File: src/pwg_pkg.sv
// Package with register map, field positions and reset values of the PWM block.
package pwg_pkg;

    localparam int NCH = 4;
    localparam int ADDR_W = 12;

    // Register indices; the byte address is four times the index.
    localparam logic [7:0] IDX_CLK = 8'h40;
    localparam logic [7:0] IDX_POL = 8'h41;
    localparam logic [7:0] IDX_EN = 8'h42;
    localparam logic [7:0] IDX_PRESC = 8'h43;
    localparam logic [7:0] IDX_SCAL0 = 8'h44;
    localparam logic [7:0] IDX_SCNT0 = 8'h45;
    localparam logic [7:0] IDX_SCAL1 = 8'h46;
    localparam logic [7:0] IDX_SCNT1 = 8'h47;
    localparam logic [7:0] IDX_CNT0 = 8'h48;
    localparam logic [7:0] IDX_PER0 = 8'h4c;
    localparam logic [7:0] IDX_DTY0 = 8'h50;
    localparam logic [7:0] IDX_CTRL = 8'h54;

    localparam logic [7:0] RST_CLK = 8'h00;
    localparam logic [7:0] RST_POL = 8'h00;
    localparam logic [3:0] RST_EN = 4'h0;
    localparam logic [7:0] RST_SCAL = 8'h00;
    localparam logic [7:0] RST_PER = 8'hff;
    localparam logic [7:0] RST_DTY = 8'hff;
    localparam logic RST_CENTER = 1'b0;

    localparam int BIT_JOIN_UPPER = 7;
    localparam int BIT_JOIN_LOWER = 6;
    localparam int PRESC_A_LSB = 3;
    localparam int PRESC_B_LSB = 0;
    localparam int SEL_LSB = 4;
    localparam int POL_LSB = 0;
    localparam int BIT_CENTER = 0;

    typedef enum logic {CH_UP, CH_DOWN} pwg_dir_t;

endpackage : pwg_pkg

File: src/pwg_tick_if.sv
// Interface carrying the channel clock ticks and scaler readbacks.
`timescale 1ns/1ps
interface pwg_tick_if;
    logic tickA;
    logic tickB;
    logic tickS0;
    logic tickS1;
    logic [6:0] prescCount;
    logic [7:0] scaleCount0;
    logic [7:0] scaleCount1;

    modport gen (output tickA, tickB, tickS0, tickS1, prescCount, scaleCount0, scaleCount1);
    modport use_side (input tickA, tickB, tickS0, tickS1, prescCount, scaleCount0, scaleCount1);
endinterface : pwg_tick_if

File: src/pwg_clkgen.sv
// Prescaler and the two scaled clocks, given as single-cycle ticks.
`timescale 1ns/1ps
module pwg_clkgen (
    input wire logic clk_sys,
    input wire logic nrst,
    input wire logic anyEnable,
    input wire logic [2:0] prescA,
    input wire logic [2:0] prescB,
    input wire logic [7:0] scale0,
    input wire logic [7:0] scale1,
    input wire logic scaleWr0,
    input wire logic scaleWr1,
    pwg_tick_if.gen ticks
);
    import pwg_pkg::*;

    logic [6:0] presc, next_presc;
    logic [7:0] scnt0, next_scnt0, scnt1, next_scnt1;
    logic half0, next_half0, half1, next_half1;
    logic tickA, tickB;

    // Ticks are enables on the system clock, so no divided clock can glitch.
    function automatic logic divTick(input logic [6:0] cnt, input logic [2:0] sel);
        logic [6:0] mask;
        mask = 7'((8'h01 << sel) - 8'h01);
        return (cnt & mask) == mask;
    endfunction : divTick

    assign tickA = anyEnable & divTick(presc, prescA);
    assign tickB = anyEnable & divTick(presc, prescB);

    always_comb begin
        next_presc = anyEnable ? 7'(presc + 7'h01) : 7'h00;
        next_scnt0 = scnt0;
        next_half0 = half0;
        next_scnt1 = scnt1;
        next_half1 = half1;
        if (scaleWr0) begin
            next_scnt0 = scale0;
        end else if (tickA) begin
            next_scnt0 = (scnt0 == 8'h00) ? scale0 : 8'(scnt0 - 8'h01);
            next_half0 = (scnt0 == 8'h00) ? ~half0 : half0;
        end
        if (scaleWr1) begin
            next_scnt1 = scale1;
        end else if (tickB) begin
            next_scnt1 = (scnt1 == 8'h00) ? scale1 : 8'(scnt1 - 8'h01);
            next_half1 = (scnt1 == 8'h00) ? ~half1 : half1;
        end
    end

    always_ff @(posedge clk_sys or negedge nrst) begin
        if (!nrst) begin
            presc <= 7'h00;
            scnt0 <= 8'h00;
            scnt1 <= 8'h00;
            half0 <= 1'b0;
            half1 <= 1'b0;
        end else begin
            presc <= next_presc;
            scnt0 <= next_scnt0;
            scnt1 <= next_scnt1;
            half0 <= next_half0;
            half1 <= next_half1;
        end
    end

    assign ticks.tickA = tickA;
    assign ticks.tickB = tickB;
    assign ticks.tickS0 = tickA & (scnt0 == 8'h00) & half0;
    assign ticks.tickS1 = tickB & (scnt1 == 8'h00) & half1;
    assign ticks.prescCount = presc;
    assign ticks.scaleCount0 = scnt0;
    assign ticks.scaleCount1 = scnt1;

endmodule : pwg_clkgen

File: src/pwg_chan.sv
// One waveform channel: counter, active period and duty latches, output level.
`timescale 1ns/1ps
module pwg_chan (
    input wire logic clk_sys,
    input wire logic nrst,
    input wire logic tick,
    input wire logic enable,
    input wire logic center,
    input wire logic polarity,
    input wire logic clearCnt,
    input wire logic [15:0] perIn,
    input wire logic [15:0] dtyIn,
    output logic [15:0] count,
    output logic wave
);
    import pwg_pkg::*;

    logic [15:0] actPer, next_actPer, actDty, next_actDty, next_count;
    pwg_dir_t dir, next_dir;
    logic next_wave, roll, below;

    always_comb begin
        next_count = count;
        next_dir = dir;
        roll = 1'b0;
        if (clearCnt) begin
            next_count = 16'h0000;
            next_dir = CH_UP;
            roll = 1'b1;
        end else if (enable && tick) begin
            if (!center) begin
                if (count >= actPer) begin
                    next_count = 16'h0000;
                    roll = 1'b1;
                end else begin
                    next_count = 16'(count + 16'h0001);
                end
            end else if (dir == CH_UP) begin
                if (count >= actPer) begin
                    if (count == 16'h0000) begin
                        roll = 1'b1;
                    end else begin
                        next_dir = CH_DOWN;
                        next_count = 16'(count - 16'h0001);
                    end
                end else begin
                    next_count = 16'(count + 16'h0001);
                end
            end else begin
                if (count <= 16'h0001) begin
                    next_count = 16'h0000;
                    next_dir = CH_UP;
                    roll = 1'b1;
                end else begin
                    next_count = 16'(count - 16'h0001);
                end
            end
        end
        // Disabled latches follow the buffer so a stopped channel never mixes old and new.
        next_actPer = (!enable || roll) ? perIn : actPer;
        next_actDty = (!enable || roll) ? dtyIn : actDty;
        below = count < actDty;
        if (!enable) begin
            next_wave = 1'b0;
        end else if (center) begin
            next_wave = below;
        end else begin
            next_wave = polarity ? below : ~below;
        end
    end

    always_ff @(posedge clk_sys or negedge nrst) begin
        if (!nrst) begin
            count <= 16'h0000;
            dir <= CH_UP;
            actPer <= {8'h00, RST_PER};
            actDty <= {8'h00, RST_DTY};
            wave <= 1'b0;
        end else begin
            count <= next_count;
            dir <= next_dir;
            actPer <= next_actPer;
            actDty <= next_actDty;
            wave <= next_wave;
        end
    end

endmodule : pwg_chan

File: src/pwg_top.sv
// Four-channel PWM generator with APB register access and port pin override.
//
// Contract
// - Four 8-bit channels, pairable into 16-bit.
// - Per-channel counter, period, duty; left or center, one setting for all channels.
// - Enabled channel applies new values at rollover.
// - Disabled channel writes reach latch directly.
// - Counter write resets and latches pending values.
// - Software reads each channel counter.
// - Enabled channel overrides general-purpose pin; the odd channel of a joined pair leaves its pin to the port.
// - Upper join: channel 2 high byte, pin 2.
// - Lower join: channel 0 high byte, pin 0.
// - Clock A is bus clock over 2^field.
// - Clock B uses same encoding, own field.
// - Channels 2,3 select clock B or S1.
// - Channels 0,1 select clock A or S0.
// - Clock select change may glitch one pulse.
// - Left-aligned polarity sets starting output level.
// - Duty counts low or high time by polarity; center mode ignores polarity and counts high time.
// - Scaled clock divides by value+1, then two.
// - Period is per+1 left, 2*per center.
// - Counter write zeroes; center counts up/down.
//
// The APB slave port was chosen for this implementation.
`timescale 1ns/1ps
module pwg_top (
    input wire logic clk_sys,
    input wire logic nrst,
    input wire logic psel,
    input wire logic penable,
    input wire logic pwrite,
    input wire logic [pwg_pkg::ADDR_W-1:0] paddr,
    input wire logic [31:0] pwdata,
    output logic [31:0] prdata,
    output logic pready,
    output logic pslverr,
    input wire logic [pwg_pkg::NCH-1:0] gpioOut,
    input wire logic [pwg_pkg::NCH-1:0] gpioDir,
    output logic [pwg_pkg::NCH-1:0] pinOut,
    output logic [pwg_pkg::NCH-1:0] pinOeN,
    output logic [pwg_pkg::NCH-1:0] pwmActive
);
    import pwg_pkg::*;

    // Software-visible configuration.
    logic [7:0] regClk, next_regClk;
    logic [7:0] regPol, next_regPol;
    logic [3:0] regEn, next_regEn;
    logic [7:0] regScal0, next_regScal0;
    logic [7:0] regScal1, next_regScal1;
    logic regCenter, next_regCenter;
    logic [7:0] perBuf [NCH];
    logic [7:0] next_perBuf [NCH];
    logic [7:0] dtyBuf [NCH];
    logic [7:0] next_dtyBuf [NCH];

    // Bus answer registers.
    logic [31:0] next_prdata;
    logic next_pready, next_pslverr;

    // Pin registers.
    logic [NCH-1:0] next_pinOut, next_pinOeN, next_pwmActive;

    // Decode.
    logic [7:0] idx;
    logic mapped, setup, wrTake;
    logic [1:0] sub;
    logic [NCH-1:0] cntClr;
    logic scaleWr0, scaleWr1;
    logic joinUpper, joinLower;

    // Channel wiring.
    logic [NCH-1:0] chTick, chEnable, chPol, chClear, chWave, chDrive;
    logic [15:0] chPer [NCH];
    logic [15:0] chDty [NCH];
    logic [15:0] chCount [NCH];
    logic [7:0] cntRead [NCH];

    pwg_tick_if ticks ();

    assign idx = paddr[9:2];
    assign sub = idx[1:0];
    assign setup = psel & ~penable;
    assign wrTake = psel & penable & pready & pwrite;
    assign joinUpper = regClk[BIT_JOIN_UPPER];
    assign joinLower = regClk[BIT_JOIN_LOWER];

    always_comb begin
        mapped = (paddr[ADDR_W-1:10] == '0) && (paddr[1:0] == 2'b00) &&
                 (idx >= IDX_CLK) && (idx <= IDX_CTRL);
    end

    pwg_clkgen u_clkgen (
        .clk_sys(clk_sys),
        .nrst(nrst),
        .anyEnable(|regEn),
        .prescA(regClk[PRESC_A_LSB +: 3]),
        .prescB(regClk[PRESC_B_LSB +: 3]),
        .scale0(regScal0),
        .scale1(regScal1),
        .scaleWr0(scaleWr0),
        .scaleWr1(scaleWr1),
        .ticks(ticks)
    );

    // Channel routing; a joined pair runs in the even instance on 16-bit values.
    always_comb begin
        for (int i = 0; i < NCH; i++) begin
            logic paired;
            logic even;
            logic sel;
            logic useScaled;
            paired = (i < 2) ? joinLower : joinUpper;
            even = (i % 2) == 0;
            // The partner index stays inside the array for every channel.
            sel = (paired && even) ? regPol[SEL_LSB + (i ^ 1)] : regPol[SEL_LSB + i];
            useScaled = sel;
            // Switching the select mid-period may cut or stretch one pulse.
            if (i < 2) begin
                chTick[i] = useScaled ? ticks.tickS0 : ticks.tickA;
            end else begin
                chTick[i] = useScaled ? ticks.tickS1 : ticks.tickB;
            end
            chPol[i] = regPol[POL_LSB + i];
            if (paired && even) begin
                chPer[i] = {perBuf[i], perBuf[i ^ 1]};
                chDty[i] = {dtyBuf[i], dtyBuf[i ^ 1]};
                chClear[i] = cntClr[i] | cntClr[i ^ 1];
                chEnable[i] = regEn[i];
            end else begin
                chPer[i] = {8'h00, perBuf[i]};
                chDty[i] = {8'h00, dtyBuf[i]};
                chClear[i] = cntClr[i];
                chEnable[i] = regEn[i] & ~paired;
            end
            chDrive[i] = chEnable[i];
            if (paired && even) begin
                cntRead[i] = chCount[i][15:8];
            end else if (paired) begin
                cntRead[i] = chCount[i ^ 1][7:0];
            end else begin
                cntRead[i] = chCount[i][7:0];
            end
        end
    end

    genvar g;
    generate
        for (g = 0; g < NCH; g++) begin : g_ch
            pwg_chan u_chan (
                .clk_sys(clk_sys),
                .nrst(nrst),
                .tick(chTick[g]),
                .enable(chEnable[g]),
                .center(regCenter),
                .polarity(chPol[g]),
                .clearCnt(chClear[g]),
                .perIn(chPer[g]),
                .dtyIn(chDty[g]),
                .count(chCount[g]),
                .wave(chWave[g])
            );
        end
    endgenerate

    // Register writes take effect at the access edge with pready high.
    always_comb begin
        next_regClk = regClk;
        next_regPol = regPol;
        next_regEn = regEn;
        next_regScal0 = regScal0;
        next_regScal1 = regScal1;
        next_regCenter = regCenter;
        next_perBuf = perBuf;
        next_dtyBuf = dtyBuf;
        cntClr = '0;
        scaleWr0 = 1'b0;
        scaleWr1 = 1'b0;
        if (wrTake && mapped) begin
            case (idx)
                IDX_CLK: begin
                    next_regClk = pwdata[7:0];
                end
                IDX_POL: begin
                    next_regPol = pwdata[7:0];
                end
                IDX_EN: begin
                    next_regEn = pwdata[3:0];
                end
                IDX_SCAL0: begin
                    next_regScal0 = pwdata[7:0];
                    scaleWr0 = 1'b1;
                end
                IDX_SCAL1: begin
                    next_regScal1 = pwdata[7:0];
                    scaleWr1 = 1'b1;
                end
                IDX_CTRL: begin
                    next_regCenter = pwdata[BIT_CENTER];
                end
                default: begin
                    if (idx >= IDX_CNT0 && idx < IDX_PER0) begin
                        cntClr[sub] = 1'b1;
                    end else if (idx >= IDX_PER0 && idx < IDX_DTY0) begin
                        next_perBuf[sub] = pwdata[7:0];
                    end else if (idx >= IDX_DTY0 && idx < IDX_CTRL) begin
                        next_dtyBuf[sub] = pwdata[7:0];
                    end
                end
            endcase
        end
    end

    // Read data is captured in the setup cycle and shown in the access cycle.
    always_comb begin
        next_prdata = 32'h0000_0000;
        next_pready = setup;
        next_pslverr = setup & ~mapped;
        if (setup && mapped && !pwrite) begin
            case (idx)
                IDX_CLK: next_prdata[7:0] = regClk;
                IDX_POL: next_prdata[7:0] = regPol;
                IDX_EN: next_prdata[3:0] = regEn;
                IDX_PRESC: next_prdata[6:0] = ticks.prescCount;
                IDX_SCAL0: next_prdata[7:0] = regScal0;
                IDX_SCNT0: next_prdata[7:0] = ticks.scaleCount0;
                IDX_SCAL1: next_prdata[7:0] = regScal1;
                IDX_SCNT1: next_prdata[7:0] = ticks.scaleCount1;
                IDX_CTRL: next_prdata[BIT_CENTER] = regCenter;
                default: begin
                    if (idx >= IDX_CNT0 && idx < IDX_PER0) begin
                        next_prdata[7:0] = cntRead[sub];
                    end else if (idx >= IDX_PER0 && idx < IDX_DTY0) begin
                        next_prdata[7:0] = perBuf[sub];
                    end else if (idx >= IDX_DTY0 && idx < IDX_CTRL) begin
                        next_prdata[7:0] = dtyBuf[sub];
                    end
                end
            endcase
        end
    end

    // Pin mux: a running channel wins over the general-purpose port.
    always_comb begin
        for (int i = 0; i < NCH; i++) begin
            next_pinOut[i] = chDrive[i] ? chWave[i] : gpioOut[i];
            next_pinOeN[i] = ~(chDrive[i] | gpioDir[i]);
            next_pwmActive[i] = chDrive[i];
        end
    end

    always_ff @(posedge clk_sys or negedge nrst) begin
        if (!nrst) begin
            regClk <= RST_CLK;
            regPol <= RST_POL;
            regEn <= RST_EN;
            regScal0 <= RST_SCAL;
            regScal1 <= RST_SCAL;
            regCenter <= RST_CENTER;
            for (int i = 0; i < NCH; i++) begin
                perBuf[i] <= RST_PER;
                dtyBuf[i] <= RST_DTY;
            end
        end else begin
            regClk <= next_regClk;
            regPol <= next_regPol;
            regEn <= next_regEn;
            regScal0 <= next_regScal0;
            regScal1 <= next_regScal1;
            regCenter <= next_regCenter;
            perBuf <= next_perBuf;
            dtyBuf <= next_dtyBuf;
        end
    end

    always_ff @(posedge clk_sys or negedge nrst) begin
        if (!nrst) begin
            prdata <= 32'h0000_0000;
            pready <= 1'b0;
            pslverr <= 1'b0;
        end else begin
            prdata <= next_prdata;
            pready <= next_pready;
            pslverr <= next_pslverr;
        end
    end

    always_ff @(posedge clk_sys or negedge nrst) begin
        if (!nrst) begin
            pinOut <= '0;
            pinOeN <= '1;
            pwmActive <= '0;
        end else begin
            pinOut <= next_pinOut;
            pinOeN <= next_pinOeN;
            pwmActive <= next_pwmActive;
        end
    end

endmodule : pwg_top

File: config.mk
export PLATFORM = sky130hd
export DESIGN_NAME = pwg_top
export DESIGN_NICKNAME = d
export VERILOG_FILES = /design/src/pwg_pkg.sv /design/src/pwg_tick_if.sv /design/src/pwg_clkgen.sv /design/src/pwg_chan.sv /design/src/pwg_top.sv
export SDC_FILE = /design/constraint.sdc
export NUM_CORES = 1
export LEC_CHECK = 0
export ABC_AREA = 1
export BUFFER_PORTS_ARGS = -buffer_cell sky130_fd_sc_hd__buf_2
export CAP_MARGIN = 20
export CORE_MARGIN = 8
export CORE_UTILIZATION = 30
export CTS_BUF_LIST = sky130_fd_sc_hd__clkbuf_8
export DETAILED_ROUTE_END_ITERATION = 16
export SETUP_SLACK_MARGIN = 0.3
export SYNTH_ARGS = -nofsm -noshare
export SYNTH_HDL_FRONTEND = slang
export SYNTH_HIERARCHICAL = 1
export SYNTH_SLANG_ARGS = --single-unit
File: constraint.sdc
create_clock -name clk_sys -period 6.3 [get_ports clk_sys]
set_clock_uncertainty 0.2 [all_clocks]
set_input_delay 0.63 -clock clk_sys [delete_from_list [all_inputs] [get_ports clk_sys]]
set_output_delay 0.63 -clock clk_sys [all_outputs]
set_load 0.1 [all_outputs]
After elaboration in Yosys (flattened, before gate mapping)
Index checks and enable logic that the tools add are counted.
{"block": "classes", "n_addsub": 13, "n_lt_le_gt_ge": 24, "eq_ne": 15, "shift": 2, "mux": 163, "bitwise_logic": 43, "n_reduce_logical": 64}
{"cell": "16-bit 2-to-1 mux", "n": 36}
{"cell": "8-bit 2-to-1 mux", "n": 21}
{"cell": "1-bit 2-to-1 mux", "n": 91}
{"cell": "8-bit by 7-bit equality test with 1-bit output (second input constant)", "n": 9}
{"cell": "16-bit by 1-bit adder with 16-bit output (second input constant)", "n": 4}
{"cell": "32-bit bitwise mux", "n": 2}
{"cell": "16-bit by 1-bit <= comparator with 1-bit output (second input constant)", "n": 4}
{"cell": "16-bit zero test", "n": 4}
{"cell": "16-bit by 1-bit subtractor with 16-bit output (second input constant)", "n": 4}
{"cell": "8-bit binary-select mux with 2-bit select", "n": 3}
{"cell": "16-bit >= comparator", "n": 2}
{"cell": "16-bit by 8-bit >= comparator with 1-bit output", "n": 2}
{"cell": "8-bit by 7-bit >= comparator with 1-bit output (second input constant)", "n": 4}
{"cell": "16-bit < comparator", "n": 2}
{"cell": "16-bit by 8-bit < comparator with 1-bit output", "n": 2}
{"cell": "2-bit AND reduction", "n": 14}
{"cell": "3-bit one-hot mux with 9 select lines", "n": 1}
{"cell": "8-bit by 7-bit < comparator with 1-bit output (second input constant)", "n": 3}
{"cell": "3-bit one-hot mux with 8 select lines", "n": 1}
{"cell": "2-bit nonzero test", "n": 10}
{"cell": "1-bit inverter", "n": 19}
{"cell": "8-bit demux with 2-bit select", "n": 1}
{"cell": "8-bit zero test", "n": 2}
{"cell": "8-bit by 1-bit subtractor with 8-bit output (second input constant)", "n": 2}
{"cell": "other kinds (31)", "n": 81}
{"block": "word_totals", "reg_bits": 316, "inputBits": 57, "output_inout_bits": 46, "word_cells": 369}

Longest topological paths before layout
{"block": "depth", "depth_word": 12, "mapped_depth": 21, "ltp_nobuf": 19}

Hierarchy
Netlist, hierarchy kept.
{"mod": "pwg_chan (g_ch[0].u_chan ...)", "instances": 3, "cells_each": 636, "area_per_inst_um2": 4355.4, "seq_area_each_um2": 1271.2}
{"mod": "pwg_top", "instances": 1, "cells_each": 1087, "area_per_inst_um2": 7584.8, "seq_area_each_um2": 3163.0}
{"mod": "pwg_chan (g_ch[1].u_chan)", "instances": 1, "cells_each": 614, "area_per_inst_um2": 4167.7, "seq_area_each_um2": 1271.2}
{"mod": "pwg_clkgen", "instances": 1, "cells_each": 252, "area_per_inst_um2": 1793.0, "seq_area_each_um2": 625.6}

Least setup slack after synthesis
OpenSTA, ideal clock, no wires.
{"block": "synth_path", "kind": "input to register", "start": "input port paddr[3] (netlist name)", "end": "register g_ch[0].u_chan.count[2]", "setup_time_ns": 0.124, "t_arrival_ns": 2.851, "t_required_ns": 5.976, "setup_slack_ns": 3.125, "path_stages": 17, "path_buffers": 3, "path_cell_list": "buf_2 > inv_2 > nand2_2 > nor2_4 > nand2_2 > nand2_2 > nand3_4 > nor2_1 > buf_4 > nand3_1 > nor2_1 > nor2_1 > nand3_4 > nand2_4 > buf_4 > nor2_1 > a21oi_2"}
{"block": "synth_via", "elab_chain_cells": 11, "elab_cells_between_ends": 29, "classes_between": "6 x order compare; 7 x eq/ne; 7 x mux; 1 x bitwise; 8 x reduce/logical"}
{"element": "start: declaration", "line_no": "pwg_top.sv:32", "text": "input wire logic [pwg_pkg::ADDR_W-1:0] paddr,"}
{"element": "2-bit by 3-bit < comparator with 1-bit output (implied by the code) or 2-bit by 1-bit >= comparator with 1-bit output (tied branches)", "line_no": "pwg_top.sv:203", "text": "cntClr[sub] = 1'b1;"}
{"element": "1-bit logical AND (implied by the code)", "line_no": "pwg_top.sv:203"}
{"element": "1-bit 2-to-1 mux (implied by the code)", "line_no": "pwg_top.sv:203"}
{"element": "1-bit demux with 2-bit select", "line_no": "pwg_top.sv:203"}
{"element": "4-bit 2-to-1 mux", "line_no": "pwg_top.sv:202", "text": "if (idx >= IDX_CNT0 && idx < IDX_PER0) begin"}
{"element": "4-bit 2-to-1 mux", "line_no": "pwg_top.sv:180", "text": "case (idx)"}
{"element": "4-bit 2-to-1 mux (*)", "line_no": "pwg_top.sv:179", "text": "if (wrTake && mapped) begin"}
{"element": "1-bit bitwise OR", "line_no": "pwg_top.sv:128", "text": "chClear[i] = cntClr[i] | cntClr[i ^ 1];"}
{"element": "1-bit 2-to-1 mux (*)", "line_no": "pwg_top.sv:125", "text": "if (paired && even) begin"}
{"element": "net chClear[0]", "line_no": "pwg_top.sv:73", "text": "logic [NCH-1:0] chTick, chEnable, chPol, chClear, chWave, chDrive;"}
{"element": "5-bit by 3-bit inequality test with 1-bit output (no line) or 2-bit nonzero test (tied branches)"}
{"element": "2-bit AND reduction (no line)"}
{"element": "end signal: assignment", "line_no": "pwg_chan.sv:80", "text": "count <= next_count;"}
{"element": "end: declaration", "line_no": "pwg_chan.sv:13", "text": "output logic [15:0] count,"}
Mark *: on every way through the listed nets, which the timed path passes. The rest lies on a longest branch.
A chain may end at the register's enable or synchronous reset.

Worst setup path after layout
{"block": "layout_path", "start": "register regEn[2]", "end": "register g_ch[1].u_chan.actPer[1]"}
{"block": "layout_via", "elab_chain_cells": 9}
{"element": "start: declaration", "line_no": "pwg_top.sv:48", "text": "logic [3:0] regEn, next_regEn;"}
{"element": "start signal: assignment", "line_no": "pwg_top.sv:267", "text": "regEn <= next_regEn;"}
{"element": "4-bit OR reduction (*)", "line_no": "pwg_top.sv:96", "text": ".anyEnable(|regEn),"}
{"element": "1-bit bitwise AND (*)", "line_no": "pwg_clkgen.sv:29", "text": "assign tickA = anyEnable & divTick(presc, prescA);"}
{"element": "net ticks.tickA", "line_no": "pwg_tick_if.sv:4", "text": "logic tickA;"}
{"element": "1-bit bitwise AND (2 in series)", "line_no": "pwg_clkgen.sv:70", "text": "assign ticks.tickS0 = tickA & (scnt0 == 8'h00) & half0;"}
{"element": "1-bit 2-to-1 mux (*)", "line_no": "pwg_top.sv:120", "text": "chTick[i] = useScaled ? ticks.tickS0 : ticks.tickA;"}
{"element": "net chTick[1]", "line_no": "pwg_top.sv:73"}
{"element": "1-bit logical AND (*)", "line_no": "pwg_chan.sv:30", "text": "end else if (enable && tick) begin"}
{"element": "1-bit 2-to-1 mux (*)", "line_no": "pwg_chan.sv:30"}
{"element": "1-bit 2-to-1 mux (*)", "line_no": "pwg_chan.sv:26", "text": "if (clearCnt) begin"}
{"element": "1-bit logical OR (*)", "line_no": "pwg_chan.sv:60", "text": "next_actPer = (!enable || roll) ? perIn : actPer;"}
{"element": "end signal: assignment", "line_no": "pwg_chan.sv:76", "text": "actPer <= {8'h00, RST_PER};"}
{"element": "end signal: assignment", "line_no": "pwg_chan.sv:82", "text": "actPer <= next_actPer;"}
{"element": "end: declaration", "line_no": "pwg_chan.sv:18", "text": "logic [15:0] actPer, next_actPer, actDty, next_actDty, next_count;"}
Marks and branches as above.

==> impl_metrics.json <==
{
  "status": "complete, no violations",
  "core_um2": 88100,
  "yosysUniqueCellTypes": 53,
  "grt_pass1_vias": 23800,
  "synth-edff-count": 0,
  "synth_cells": 3861,
  "fin_crit_ns": 4.03,
  "crit_top_cell": "nand2_1",
  "pre_cts_ws_ns": 1.92,
  "power.share.clock_pct": 46.3,
  "post_drt_wl_per_cell_um": 16.3,
  "period_share_pct": 64.0,
  "grt.total_usage_pct": 16.5,
  "synthFlopType": "dfrtp_1",
  "startpoint_type": "register",
  "end_kind": "register",
  "crit_family": "simple AND/OR/NAND/NOR gates",
  "antenna_found_initial": 3,
  "grt_overflow": 0,
  "critPathSlowestCell": "o21ai_0",
  "row_count": 109,
  "grt_max_degree": 144,
  "max_slew_margin_pct": 34.0,
  "async_flop_share_pct": 100,
  "cts_setup_buffers": 0,
  "r2r_setup_slack_ns": 2.27,
  "hold_violations": 0,
  "vias": 25000,
  "clkTransAtPathRegs_ns": 0.07,
  "critPathMaxFanout": 33,
  "ys_ff_latch": 348,
  "cts_made_buffers": 69,
  "gp_congestion": 0.940,
  "reg2reg_depth": 14,
  "critical_path.cell_chain": "inv_1, nand4_1, nand2_1, nor2_2, nand2_2, inv_2, inv_1, o21ai_0, nand2_1, inv_1, nand3_4, nand2_4, nand2_1, nand2_1",
  "ios": 103,
  "syn_to_final_growth_pct": 9.97,
  "worst-path-stages": 14,
  "switching_share_pct": 28.7,
  "drv_slew": 0,
  "fmax_mhz": 248,
  "grt_pass1_wl_um": 132000,
  "r2r-start": "regEn[2]$_DFFE_PN0P_",
  "cts_tree": "done",
  "portBuffers": 54,
  "cp.required_ns": 6.69,
  "setup_viol": 0,
  "seq_area_frac_synth_pct": 33.3,
  "r2r-end": "g_ch[1].u_chan/actPer[1]$_DFFE_PN1P_",
  "syn_area_um2": 26600,
  "worstHoldPathType": "in -> reg",
  "setup_slack_ns": 2.27,
  "die-area_um2": 98500,
  "routed_wl_um": 83400,
  "worstSetupStartpoint": "regEn[2]$_DFFE_PN0P_",
  "ys_warn_count": 6,
  "cp.buffers_inverters": 4,
  "cts_hold_buffers": 12,
  "pwr-share-seq_pct": 44.6,
  "cpPeakStageDelay_ns": 0.75,
  "detail-route-antenna-nets": 0,
  "clock_path_buffers": 3,
  "mostFrequentLayoutCell": "nand2_1",
  "finalSetupTns_ns": 0,
  "clkLatencyLatePin_ns": 0.69,
  "grt_setup_unrepaired": "no",
  "p_per_area_nw_per_um2": 179,
  "comb_power_share_pct": 9.1,
  "tightest_slew_ns": 0.979,
  "synth.avg_cell_area_um2": 6.89,
  "route.detailed.drc": 0,
  "cts_resized": 0,
  "critPathKind": "reg -> reg",
  "root_buffer": "clkbuf_8",
  "die_w_um": 314,
  "crit_end": "g_ch[1].u_chan/actPer[1]$_DFFE_PN1P_",
  "power.internal_w": 0.00373,
  "h-tree-depth": 3,
  "leakagePower_nw": 14.3,
  "ir_drop_mv": 0.173,
  "place_hpwl_um": 59400,
  "critPathArrivalTime_ns": 4.42,
  "drtIter0Drc": 1965,
  "layout-drive-gt1-share_pct": 13.8,
  "timing.hold.ws_ns": 0.0797,
  "maxCapViolations": 0,
  "viasPerCell": 4.88,
  "layout_common_cells": "nand2_1, inv_1, nor2_1, nand3_1, dfrtp_1",
  "drtPass1Iterations": 8,
  "cts.sink_count": 348,
  "chipHeight_um": 314,
  "timing.hold.worst.start": "pwdata[0]",
  "initial_core_util_pct": 30.2,
  "nets": 4109,
  "power_switching_w": 0.00150
}
[cell usage after synthesis, types with 6 or more instances]
library cell | n | area [µm²]
nand3b_1 | 10 | 75.1
nand3_2 | 8 | 80.1
a21oi_2 | 24 | 210
o21ai_1 | 18 | 90.1
ha_1 | 145 | 1810
inv_1 | 441 | 1660
nor2_4 | 26 | 293
buf_4 | 41 | 308
xor2_1 | 64 | 561
nand2_4 | 17 | 191
or2_2 | 14 | 87.6
nor2_2 | 17 | 106
o211ai_1 | 9 | 67.6
nand4_1 | 112 | 701
o2111ai_1 | 10 | 87.6
buf_2 | 50 | 250
dfstp_2 | 132 | 3470
xnor2_1 | 6 | 52.6
o21a_1 | 26 | 195
nor2_1 | 413 | 1550
nand3_1 | 401 | 2010
clkbuf_1 | 51 | 191
o21ai_0 | 161 | 806
nor3_1 | 36 | 180
o21ai_2 | 10 | 87.6
nand2_2 | 60 | 375
nand3_4 | 9 | 158
a21oi_1 | 97 | 485
buf_6 | 23 | 259
dfrtp_1 | 216 | 5410
clkinv_1 | 7 | 26.3
nand2_1 | 1138 | 4270
o22ai_1 | 6 | 37.5
inv_2 | 21 | 78.8
[cells by family (layout without fill, tap and decap cells)]
group | Yosys count | count (layout) | synth area share, %
compound gates | 380 | 380 | 8.40
xor+xnor | 70 | 70 | 2.30
fa+ha+maj | 145 | 145 | 6.82
buf+inv | 645 | 689 | 10.8
flops | 348 | 348 | 33.3
mux | 2 | 2 | 0.0846
other cells | 1 | 57 | 0.0141
simple gates | 2270 | 2270 | 38.2
[stage by stage]
| step | power (W) | area, µm² | utilization (%) | std cells |
|---|---|---|---|---|
| 2_1_floorplan | 0.00270 | 26800 | - | 3916 |
| 3_3_place_gp | 0.00283 | 27700 | 31.5 | 4989 |
| 5_1_grt | 0.00548 | 29300 | 33.2 | 5126 |
| 4_1_cts | 0.00533 | 29300 | 33.2 | 5125 |
| 6_report | 0.00524 | 29300 | 33.2 | 5126 |
| 3_5_place_dp | 0.00284 | 27700 | 31.5 | 4989 |
[sequential cells by signal, indices dropped and copies added (netlist names), 8 cells and up]
| register | count |
|---|---|
| dtyBuf | 16 |
| prdata | 8 |
| chPer | 16 |
| regPol | 8 |
| g_ch.u_chan/actDty | 64 |
| chDty | 16 |
| regScal1 | 8 |
| regScal0 | 8 |
| u_clkgen/ticks.scaleCount0 | 8 |
| g_ch.u_chan/actPer | 64 |
| perBuf | 16 |
| g_ch.u_chan/count | 64 |
| regClk | 8 |
| u_clkgen/ticks.scaleCount1 | 8 |
[routing by layer]
metal | track usage, % | up-vias | part of all wire [%]
met5 | 0 | - | 0.016
met4 | 6.52 | 2 | 3.4
met3 | 2.69 | 157 | 6.5
met2 | 27.1 | 789 | 46
met1 | 21.7 | 11700 | 44
li1 | - | 12400 | -
[worst min path at each step]
stage                                       endpoint  slack (ns)  cells after the start
2_1_floorplan  g_ch[0].u_chan/actDty[10]$_DFFE_PN0P_        0.13                      0
3_3_place_gp                     pinOut[0]$_DFF_PN0_        0.25                      2
3_5_place_dp                     pinOut[0]$_DFF_PN0_        0.25                      2
4_1_cts                       dtyBuf[27]$_DFFE_PN1P_        0.02                      3
5_1_grt                       dtyBuf[11]$_DFFE_PN1P_        0.07                      3
6_report                        chDty[0]$_DFFE_PN1P_        0.08                      3
[cell type report]
class,instances,area (µm²)
Fill cell,9723,58800
Multi-Input combinational cell,2923,15100
Sequential cell,348,8880
Inverter,473,1790
Tap cell,1165,1460
Clock buffer,86,1180
Timing Repair Buffer,92,621
Clock inverter,38,241
Antenna cell,1,2.50
[power by group through the flow]
stage	sequential [W]	clock, W	combinational, W
floorplan	0.00237	0	0.000328
global placement	0.00237	0	0.000466
detailed placement	0.00237	0	0.000470
CTS	0.00233	0.00252	0.000477
global route	0.00234	0.00260	0.000538
finish	0.00233	0.00242	0.000479
[worst min-delay path: cells and delay by family]
family                 cells  cell delay, ns
buffers and inverters      1            0.18
AND/OR/NAND/NOR            2            0.16
Power figures use the tool's default switching activity.
